--- src/design/pcp_pkg.sv ---
package pcp_pkg;

  // Register byte offsets inside one port group
  localparam logic [7:0] OFS_DIR = 8'h00;
  localparam logic [7:0] OFS_DIR_CLR = 8'h04;
  localparam logic [7:0] OFS_DIR_SET = 8'h08;
  localparam logic [7:0] OFS_DIR_TGL = 8'h0C;
  localparam logic [7:0] OFS_OUT = 8'h10;
  localparam logic [7:0] OFS_OUT_CLR = 8'h14;
  localparam logic [7:0] OFS_OUT_SET = 8'h18;
  localparam logic [7:0] OFS_OUT_TGL = 8'h1C;

  // Values after reset
  localparam logic [31:0] RST_DIR = 32'h0000_0000;
  localparam logic [31:0] RST_OUT = 32'h0000_0000;

  // Peripheral-bus delay on collision, in cycles
  localparam int PBUS_COLLIDE_DELAY = 1;

  // Write operation decoded from an alias offset
  typedef enum logic [1:0] {PCP_OP_WRITE, PCP_OP_CLR, PCP_OP_SET, PCP_OP_TGL}
    pcp_op_t;

  // One register access request
  typedef struct packed {
    logic valid;
    logic write;
    logic [7:0] addr;
    logic [3:0] be;
    logic [31:0] wdata;
  } pcp_req_t;

  // Pad controls for one pin
  typedef struct packed {
    logic drive_en;
    logic drive_val;
    logic in_buf_en;
    logic pull_en;
    logic pull_up;
    logic dig_off;
  } pcp_pad_t;

endpackage : pcp_pkg

--- src/design/pcp_pad_decode.sv ---
`timescale 1ns/100ps
// Combinational pad control decode for one pin
module pcp_pad_decode (
  // Pin settings
  input wire logic dir,
  input wire logic out_level,
  input wire logic input_buffer_on,
  input wire logic pull_resistor_on,
  // Pad control
  output pcp_pkg::pcp_pad_t pad
);

  // Driver wins over pull so the pad never fights itself
  always_comb
  begin
    pad.drive_en = dir;
    pad.drive_val = out_level;
    pad.in_buf_en = input_buffer_on;
    pad.pull_en = pull_resistor_on & ~dir;
    pad.pull_up = out_level;
    pad.dig_off = ~dir & ~input_buffer_on & ~pull_resistor_on;
  end

endmodule : pcp_pad_decode

--- src/design/pcp_port.sv ---
`timescale 1ns/100ps
// How it works
// - all off gives analog, all digital disabled
// - pull direction follows output level bit
// - output direction drives push-pull per level
// - input without pull leaves pin floating
// - enabled driver forces pull off
// - each pin picks driver or pull itself
// - pull setup separate, no glitchy intermediate states
// - local bus wins, never stalled
// - pin level readable as input or output
// - no sampling while input buffer off
// - alias ones set, clear or toggle bits
// - colliding peripheral access waits until a cycle with the local bus idle
module pcp_port #(
  parameter int PINS = 32
) (
  // Clock and reset
  input wire logic mclk,
  input wire logic rst_b,
  // CPU local single-cycle bus
  input pcp_pkg::pcp_req_t cpu_local_port_bus,
  output logic [31:0] local_rdata,
  // Peripheral bus
  input pcp_pkg::pcp_req_t pbus,
  output logic pbus_ready,
  output logic [31:0] pbus_rdata,
  // Per-pin setup
  input wire logic [PINS-1:0] input_buffer_on,
  input wire logic [PINS-1:0] pull_resistor_on,
  // Pads
  input wire logic [PINS-1:0] pin_in,
  output pcp_pkg::pcp_pad_t [PINS-1:0] pad,
  output logic [PINS-1:0] pin_sampled
);

  initial
  begin
    if (PINS < 1 || PINS > 32)
      $error("PINS must be 1 to 32");
    // The held copy is served on the first cycle with the local bus idle, not after a set count
    if (pcp_pkg::PBUS_COLLIDE_DELAY != 1)
      $error("Collision delay other than one cycle is not supported");
  end

  // Port state and its next values
  logic [31:0] pin_direction_reg;
  logic [31:0] output_level_reg;
  logic [31:0] next_dir;
  logic [31:0] next_out;
  // Collided peripheral request, held until a cycle with the local bus idle
  logic pend;
  logic next_pend;
  pcp_pkg::pcp_req_t pend_req;
  pcp_pkg::pcp_req_t next_pend_req;
  pcp_pkg::pcp_req_t pb_act;
  logic [31:0] next_local_rdata;
  logic [31:0] next_pbus_rdata;
  logic [PINS-1:0] next_sampled;

  // Helpers for the read and the write decode; only mapped is used by both
  // Byte enables widened to a bit mask
  function automatic logic [31:0] be_mask(input logic [3:0] be);
    be_mask = {{8{be[3]}}, {8{be[2]}}, {8{be[1]}}, {8{be[0]}}};
  endfunction : be_mask

  // Apply one write or alias write to a register
  function automatic logic [31:0] apply(
    input logic [31:0] cur,
    input logic [1:0] op,
    input logic [31:0] m,
    input logic [31:0] d
  );
    // Plain write honours the byte lanes; aliases act on ones only
    unique case (op)
      2'h0: apply = (cur & ~m) | (d & m);
      2'h1: apply = cur & ~(d & m);
      2'h2: apply = cur | (d & m);
      default: apply = cur ^ (d & m);
    endcase
  endfunction : apply

  // Offset lies in the eight mapped words; anything else is refused
  function automatic logic mapped(input logic [7:0] a);
    mapped = a[7:5] == 3'h0 && a[1:0] == 2'h0;
  endfunction : mapped

  // Register read decode; aliases read back the underlying register
  function automatic logic [31:0] rd(
    input logic [7:0] a,
    input logic [31:0] d,
    input logic [31:0] o
  );
    if (!mapped(a))
      rd = 32'h0000_0000;
    else if (a[4])
      rd = o;
    else
      rd = d;
  endfunction : rd

  // One requester applied to the pair of registers
  function automatic logic [63:0] wr(
    input pcp_pkg::pcp_req_t r,
    input logic [31:0] d,
    input logic [31:0] o
  );
    logic [31:0] nd;
    logic [31:0] no;
    logic [1:0] op;
    nd = d;
    no = o;
    op = r.addr[3:2];
    // Level register sits in the upper half of the map
    if (r.valid && r.write && mapped(r.addr))
    begin
      if (r.addr[4])
        no = apply(o, op, be_mask(r.be), r.wdata);
      else
        nd = apply(d, op, be_mask(r.be), r.wdata);
    end
    wr = {nd, no};
  endfunction : wr

  // Peripheral access served now: held one, or new one when local idle
  // The local bus has no wait states, so it always takes the cycle;
  // ready low tells the master that the held copy is still owed
  always_comb
  begin
    pb_act = pend ? pend_req : pbus;
    if (cpu_local_port_bus.valid)
      pb_act.valid = 1'b0;
    pbus_ready = ~pend;
  end

  // Arbitration and register update
  // Local write lands first, a served peripheral write goes on top;
  // read data shows the registers as they were before this edge
  always_comb
  begin
    logic [63:0] s;
    s = 64'h0;
    next_pend = pend;
    next_pend_req = pend_req;
    next_pbus_rdata = pbus_rdata;
    s = wr(cpu_local_port_bus, pin_direction_reg, output_level_reg);
    next_local_rdata = rd(cpu_local_port_bus.addr, pin_direction_reg,
      output_level_reg);
    if (pb_act.valid)
    begin
      s = wr(pb_act, s[63:32], s[31:0]);
      next_pbus_rdata = rd(pb_act.addr, pin_direction_reg, output_level_reg);
      next_pend = 1'b0;
    end
    else if (!pend && pbus.valid)
    begin
      next_pend = 1'b1;
      next_pend_req = pbus;
    end
    next_dir = s[63:32];
    next_out = s[31:0];
  end

  // Input sampling gated per pin by its buffer enable
  // Pins with the buffer off keep their old sample, so a floating
  // pad never toggles the sampling flops
  always_comb
  begin
    next_sampled = (pin_sampled & ~input_buffer_on)
      | (pin_in & input_buffer_on);
  end

  // Register stage
  // With the setup at 0, reset leaves every pad analog
  always_ff @(posedge mclk)
  begin
    if (!rst_b)
    begin
      pin_direction_reg <= pcp_pkg::RST_DIR;
      output_level_reg <= pcp_pkg::RST_OUT;
      pend <= 1'b0;
      pend_req <= '0;
      local_rdata <= 32'h0000_0000;
      pbus_rdata <= 32'h0000_0000;
      pin_sampled <= '0;
    end
    else
    begin
      pin_direction_reg <= next_dir;
      output_level_reg <= next_out;
      pend <= next_pend;
      pend_req <= next_pend_req;
      local_rdata <= next_local_rdata;
      pbus_rdata <= next_pbus_rdata;
      pin_sampled <= next_sampled;
    end
  end

  // Pad decode per pin; pull kept apart from direction and level
  // Driver enable masks the pull, so no direction change can show
  // a pad that is pulled and driven at once
  for (genvar i = 0; i < PINS; i++)
  begin : g_pin
    pcp_pad_decode u_dec (
      .dir(pin_direction_reg[i]),
      .out_level(output_level_reg[i]),
      .input_buffer_on(input_buffer_on[i]),
      .pull_resistor_on(pull_resistor_on[i]),
      .pad(pad[i])
    );
  end

endmodule : pcp_port

--- config.mk ---
export PLATFORM = sky130hd
export DESIGN_NAME = pcp_port
export DESIGN_NICKNAME = d
export VERILOG_FILES = /design/src/design/pcp_pkg.sv /design/src/design/pcp_pad_decode.sv /design/src/design/pcp_port.sv
export SDC_FILE = /design/constraint.sdc
export NUM_CORES = 1
export LEC_CHECK = 0
export ABC_CLOCK_PERIOD_IN_PS = 4100
export BUFFER_PORTS_ARGS = -buffer_cell sky130_fd_sc_hd__buf_2
export CAP_MARGIN = 20
export CORE_AREA = 2 2 187 189
export CTS_CLUSTER_SIZE = 25
export DETAILED_ROUTE_END_ITERATION = 10
export DIE_AREA = 0 0 189 191
export HOLD_SLACK_MARGIN = 0.1
export PLACE_DENSITY = 0.74
export SETUP_SLACK_MARGIN = 0.05
export SLEW_MARGIN = 25
export SYNTH_ARGS = -nofsm -noshare
export SYNTH_HDL_FRONTEND = slang
export SYNTH_SLANG_ARGS = --single-unit
export TNS_END_PERCENT = 50
--- constraint.sdc ---
create_clock -name mclk -period 4.1 [get_ports mclk]
set_input_delay 0.41 -clock mclk [delete_from_list [all_inputs] [get_ports mclk]]
set_output_delay 0.41 -clock mclk [all_outputs]
set_load 0.03 [all_outputs]
[After elaboration in Yosys (flattened, before gate mapping)]
Index checks and enable logic that the tools add are counted.
Word-level totals
  flip-flop bits (word level): 207
  input bits: 190
  output and inout bits: 289
Cells by class
  equality and inequality tests: 4
  muxes and demuxes: 18
  bitwise operators: 225
  reductions and logical operators: 17
Operator list (number)
  32-bit bitwise AND: 12
  32-bit case mux with 3 select lines: 4
  32-bit two-way mux: 11
  32-bit bitwise OR: 9
  32-bit inverter: 5
  32-bit bitwise XOR: 4
  1-bit inverter: 99
  1-bit bitwise AND: 96
  64-bit two-way mux: 1
  46-bit two-way mux: 1
  2-bit logical NOT: 4
  1-bit logical AND: 7
  3-bit logical NOT: 2
  2-bit by 1-bit equality test with 1-bit output (second input constant): 2
  2-bit equality test (second input constant): 2
  2-bit AND reduction: 2
  2-bit OR reduction: 1
  1-bit logical NOT: 1
  1-bit two-way mux: 1

[Longest topological paths before layout]
  word-level depth: 12
  gate-level depth with buffers: 13
  depth with buffers taken out: 11

[Modules after synthesis]
From an unflattened synthesis, not the netlist that was laid out.
Second synthesis, totals
  cells, all modules: 1938
  area total of the unflattened synthesis: 15347.2 sq um
Modules (own cells, without submodules)
  pcp_port: instances 1, cells an instance 1746, area an instance 13865.8 sq um, seq. area each 4144.0 sq um
  pcp_pad_decode: instances 32, cells an instance 6, area an instance 46.3 sq um, seq. area each 0.0 sq um

[Least setup slack after synthesis]
No wires, ideal clock.
  kind: input -> register
  start: input cpu_local_port_bus[40] (netlist bit)
  end: register pin_direction_reg[0]
  library setup time: 0.115 ns
  data arrival time: 2.526 ns
  required time: 3.985 ns
  setup slack: 1.459 ns
  stages on the path: 11
  buffers on the path: 2
  path through: buf_6 > or4_1 > clkbuf_1 > a211o_1 > a22oi_1 > inv_1 > ha_1 > nor2_1 > a211oi_1 > o32ai_1 > and2_1
On the way
  cells in the longest elaborated chain, start to end: 8
  elaborated cells on any way between the ends: 11
  those cells by class: mux (6); bitwise (5)
Ends and longest elaborated chain
  from (decl): line pcp_port.sv:22  | input pcp_pkg::pcp_req_t cpu_local_port_bus,
  32-bit two-way mux (*): line pcp_port.sv:117  | if (r.addr[4])
  32-bit two-way mux (*): line pcp_port.sv:115  | if (r.valid && r.write && mapped(r.addr))
  32-bit bitwise AND: line pcp_port.sv:76  | 2'h0: apply = (cur & ~m) | (d & m);
  32-bit bitwise OR: line pcp_port.sv:76
  32-bit case mux with 3 select lines: line pcp_port.sv:75  | unique case (op)
  32-bit two-way mux: line pcp_port.sv:117
  32-bit two-way mux: line pcp_port.sv:115
  64-bit two-way mux (*): line pcp_port.sv:149  | if (pb_act.valid)
  to (signal assigned): line pcp_port.sv:179  | pin_direction_reg <= pcp_pkg::RST_DIR;
  to (signal assigned): line pcp_port.sv:189  | pin_direction_reg <= next_dir;
  to (decl): line pcp_port.sv:47  | logic [31:0] pin_direction_reg;
Every way passes the cells marked *; elsewhere a longest branch is shown, timed or not.
A chain may end at the register's enable or synchronous reset.

[Worst setup path after layout]
  start: register pend
  end: register output_level_reg[0]
On the way
  cells in the longest elaborated chain, start to end: 8
  elaborated cells on any way between the ends: 22
  those cells by class: eq/ne (2); mux (6); bitwise (8); reduce/logical (6)
Ends and longest elaborated chain
  from (decl): line pcp_port.sv:52  | logic pend;
  from (signal assigned): line pcp_port.sv:191  | pend <= next_pend;
  46-bit two-way mux (*): line pcp_port.sv:130  | pb_act = pend ? pend_req : pbus;
  32-bit bitwise AND or 32-bit inverter (tied branches)
  32-bit inverter or 32-bit bitwise AND (tied branches): line pcp_port.sv:77, pcp_port.sv:76
  32-bit bitwise AND or 32-bit bitwise OR (tied branches): line pcp_port.sv:77, pcp_port.sv:76
  32-bit case mux with 3 select lines: line pcp_port.sv:75
  32-bit two-way mux: line pcp_port.sv:117
  32-bit two-way mux: line pcp_port.sv:115
  64-bit two-way mux (*): line pcp_port.sv:149
  to (signal assigned): line pcp_port.sv:180  | output_level_reg <= pcp_pkg::RST_OUT;
  to (signal assigned): line pcp_port.sv:190  | output_level_reg <= next_out;
  to (decl): line pcp_port.sv:48  | logic [31:0] output_level_reg;
Marks and branches as above.

==> flow_summary.ini <==
[routing]
via_per_inst = 5.752
drtPass1Iterations = 6
first_iter_violations = 1134
wl_per_cell_um = 19.94
remaining_drc_errors = 0
ant_nets = 0
wirelength_um = 53470
vias = 15430

[worst_setup_path]
r2r-end = output_level_reg[0]
max_stage_delay_ns = 0.97
reg2regPathDepth = 5
startpoint_type = flip-flop
end_kind = flip-flop
worstPathMaxFanout = 44
crit_chain = mux2i_1 -> or3_1 -> buf_12 -> nor3_1 -> o21a_1
r2r_start = pend
critPathTopFamily = flip-flops
r2r_slack_ns = 1.02
worst-setup-path-type = flip-flop to flip-flop
slowest_stage = dfxtp_2
cp.required_ns = 4.53
cp.arrival_ns = 3.50
crit_buf_inv = 1

[clocking]
cts_inserted_buffers = 26
clkTransAtPathRegs_ns = 0.06
cts-hold-fix-buffers = 0
post_cts_resized = 0
clock-sinks = 207
htree_num_levels = 1
tritoncts = built
cts_setup_buffers = 0
cts_root_buf = clkbuf_16
cts_buffer_depth = 3
clock_latency_ns = 0.53

[logic_synthesis]
ys_ff_latch = 207
synth-edff-count = 0
netlist_area_um2 = 15150
ys_async_sr_fraction_pct = 0
yosysWarningCount = 0
synth.distinct_cells = 50
avgSynthCellArea_um2 = 7.851
syn-instance-count = 1930
synth_ff_type = dfxtp_1
synth_seq_area_share_pct = 27.35
synth_fp_nets = 2248

[sta]
drv_slew = 0
finalHoldViolations = 0
fin_crit_sh_pct = 75.00
slew_headroom_pct = 32.47
rsz0062_at_grt = no
worst_pin_slew_ns = 1.013
fin_tns_setup_ns = 0
setup_viol = 0
skew_ns = 0.01036
fin_crit_ns = 3.075
fmaxAchievable_mhz = 325.2

[min_path]
hold_depth = 3
hp-class = primary input to flip-flop
hold_end = pend_req[29]
min-delay-start = pbus[29]

[job]
drv_cap = 0

[power_and_ir_drop]
vdd_drop_max_uv = 343.3
comb_power_share_pct = 17.7
p_clk_share_pct = 44.8
seqPwrFrac_pct = 37.5
internal_power_mw = 3.945
p_sw_share_pct = 29.37
power_switching_mw = 1.640
total_power_mw = 5.586
p_leak_nw = 8.471
power.density_nw_per_um2 = 312.7

[place]
gp_congestion = 0.8875
portBuffers = 478
dp_hpwl_um = 38310

[floorplanning]
die_w_um = 189
start_util_pct = 44.41
io_pins = 479
num_rows = 68
die-height_um = 191
coreArea_um2 = 34120
die_area_um2 = 36100

[layout]
fillers = 3254
nets = 2515
multi_input_area_um2 = 9483
drive_above_1_share_pct = 26.07
ff_latch_area_um2 = 4145
area_delta_synth_final_pct = 17.90

[run_status]
status = complete, no violations

[global_route]
antenna_found_initial = 15
grt_pass1_wl_um = 80710
grt_max_degree = 107
gr-total-overflow = 0
grt_pass1_vias = 14740
grtUsageTotal_pct = 28.08
## logic make-up (layout without fill, tap and decap cells)
| family | count (synthesis) | in the layout | synth area share, % |
|---|---|---|---|
| other | 0 | 10 | 0 |
| AOI/OAI and AO/OA | 552 | 552 | 25.40 |
| adders and majority gates | 128 | 128 | 10.57 |
| muxes | 71 | 71 | 4.740 |
| DFF | 207 | 207 | 27.35 |
| and+or+nand+nor | 688 | 688 | 21.37 |
| buffers and inverters | 284 | 571 | 10.57 |
## layout by cell type (no fill, tap or decap), types with 48 or more instances in the layout
| cell type | n |
|---|---|
| a22oi_1 | 58 |
| nor2_1 | 147 |
| a21boi_0 | 48 |
| o21a_1 | 53 |
| nor2b_1 | 99 |
| dfxtp_1 | 206 |
| a211oi_1 | 48 |
| ha_1 | 128 |
| mux2i_1 | 66 |
| nand2_1 | 293 |
| buf_2 | 476 |
| a21oi_1 | 120 |
| o211ai_1 | 62 |
| o21ai_0 | 51 |
## power by group through the flow
stage / registers, mW / logic (mW) / clock network, mW
after floorplan: 2.16 / 0.633 / 0
after global placement: 2.14 / 0.948 / 0
after detailed placement: 2.14 / 0.977 / 0
after CTS: 2.10 / 0.982 / 2.54
after global routing: 2.10 / 1.07 / 2.63
final: 2.10 / 0.989 / 2.50
## worst max-delay path by stage
stage | slack (ns) | to | cells after the start | start
3_5_place_dp | 0.90 | pin_direction_reg[3] | 10 | cpu_local_port_bus[40]
6_report | 1.02 | output_level_reg[0] | 5 | pend
5_1_grt | 0.86 | output_level_reg[30] | 5 | pend
3_3_place_gp | 0.98 | pin_direction_reg[1] | 10 | cpu_local_port_bus[40]
2_1_floorplan | 1.46 | pin_direction_reg[0] | 11 | cpu_local_port_bus[40]
4_1_cts | 1.02 | pin_direction_reg[0] | 5 | pend
## synth_stat cells (2+ instances only)
| master | instances | area, um^2 |
|---|---|---|
| nor2_1 | 149 | 559.3 |
| a311oi_1 | 2 | 17.52 |
| nand3b_1 | 3 | 22.52 |
| o211ai_1 | 62 | 465.5 |
| and2_1 | 12 | 75.07 |
| ha_1 | 128 | 1602 |
| mux2_2 | 2 | 22.52 |
| buf_4 | 130 | 975.9 |
| buf_6 | 3 | 33.78 |
| a211o_1 | 4 | 35.03 |
| o21a_1 | 53 | 397.9 |
| nand2b_1 | 31 | 193.9 |
| and3_1 | 37 | 231.5 |
| nand3_1 | 5 | 25.02 |
| mux2i_1 | 68 | 680.7 |
| dfxtp_1 | 207 | 4144 |
| o21bai_1 | 6 | 45.04 |
| nor3b_1 | 2 | 15.01 |
| a21boi_1 | 5 | 37.54 |
| buf_2 | 20 | 100.1 |
| a22oi_1 | 58 | 435.4 |
| nor3_1 | 38 | 190.2 |
| or3_1 | 2 | 12.51 |
| a21boi_0 | 48 | 360.4 |
| buf_1 | 9 | 33.78 |
| or2_2 | 2 | 12.51 |
| a21o_1 | 7 | 52.55 |
| nor4_2 | 9 | 112.6 |
| a211oi_1 | 48 | 360.4 |
| a21oi_1 | 122 | 610.6 |
| a221o_1 | 32 | 320.3 |
| nor2b_1 | 99 | 619.3 |
| a31oi_1 | 12 | 75.07 |
| o21ai_0 | 51 | 255.2 |
| clkbuf_1 | 105 | 394.1 |
| nand2_1 | 293 | 1100 |
| a22o_1 | 33 | 289.0 |
| o32ai_1 | 5 | 43.79 |
| a221oi_1 | 2 | 17.52 |
| inv_1 | 16 | 60.06 |
## cell type report
class                           count  share of cell area (%)
Sequential cell                   207                   23.20
Multi-Input combinational cell   1439                   53.08
Timing Repair Buffer              506                   14.80
Tap cell                          455                   3.187
Antenna cell                       10                  0.1401
Inverter                           17                  0.3572
Clock inverter                     10                  0.8825
Clock buffer                       38                   4.349
## layer usage
layer  vias up  global-route usage (%)  wire length (um)
met1      7299                   34.94             22160
met2       677                   47.99             25420
met5         -                       0                70
met4        10                   12.50              2070
li1       7299                       -                 -
met3       141                   4.278              3747
## stage by stage
| stage | instances | utilization, % | setup slack (ns) | area [um^2] | hold slack, ns |
|---|---|---|---|---|---|
| 2_1_floorplan | 1930 | - | 1.459 | 15150 | 0.4390 |
| 3_3_place_gp | 2623 | 49.44 | 0.9800 | 16870 | 0.4481 |
| 3_5_place_dp | 2624 | 49.52 | 0.8987 | 16890 | 0.4547 |
| 4_1_cts | 2672 | 52.26 | 1.015 | 17830 | 0.1170 |
| 5_1_grt | 2682 | 52.36 | 0.8637 | 17860 | 0.1226 |
| 6_report | 2682 | 52.36 | 1.025 | 17860 | 0.1322 |
## worst register-to-register path: stages (launching register included)
cell     delay (ns)
dfxtp_2        0.97
mux2i_1        0.74
or3_1          0.72
buf_12         0.27
nor3_1         0.10
o21a_1         0.17
No activity file was read; power rests on OpenSTA's default activity.
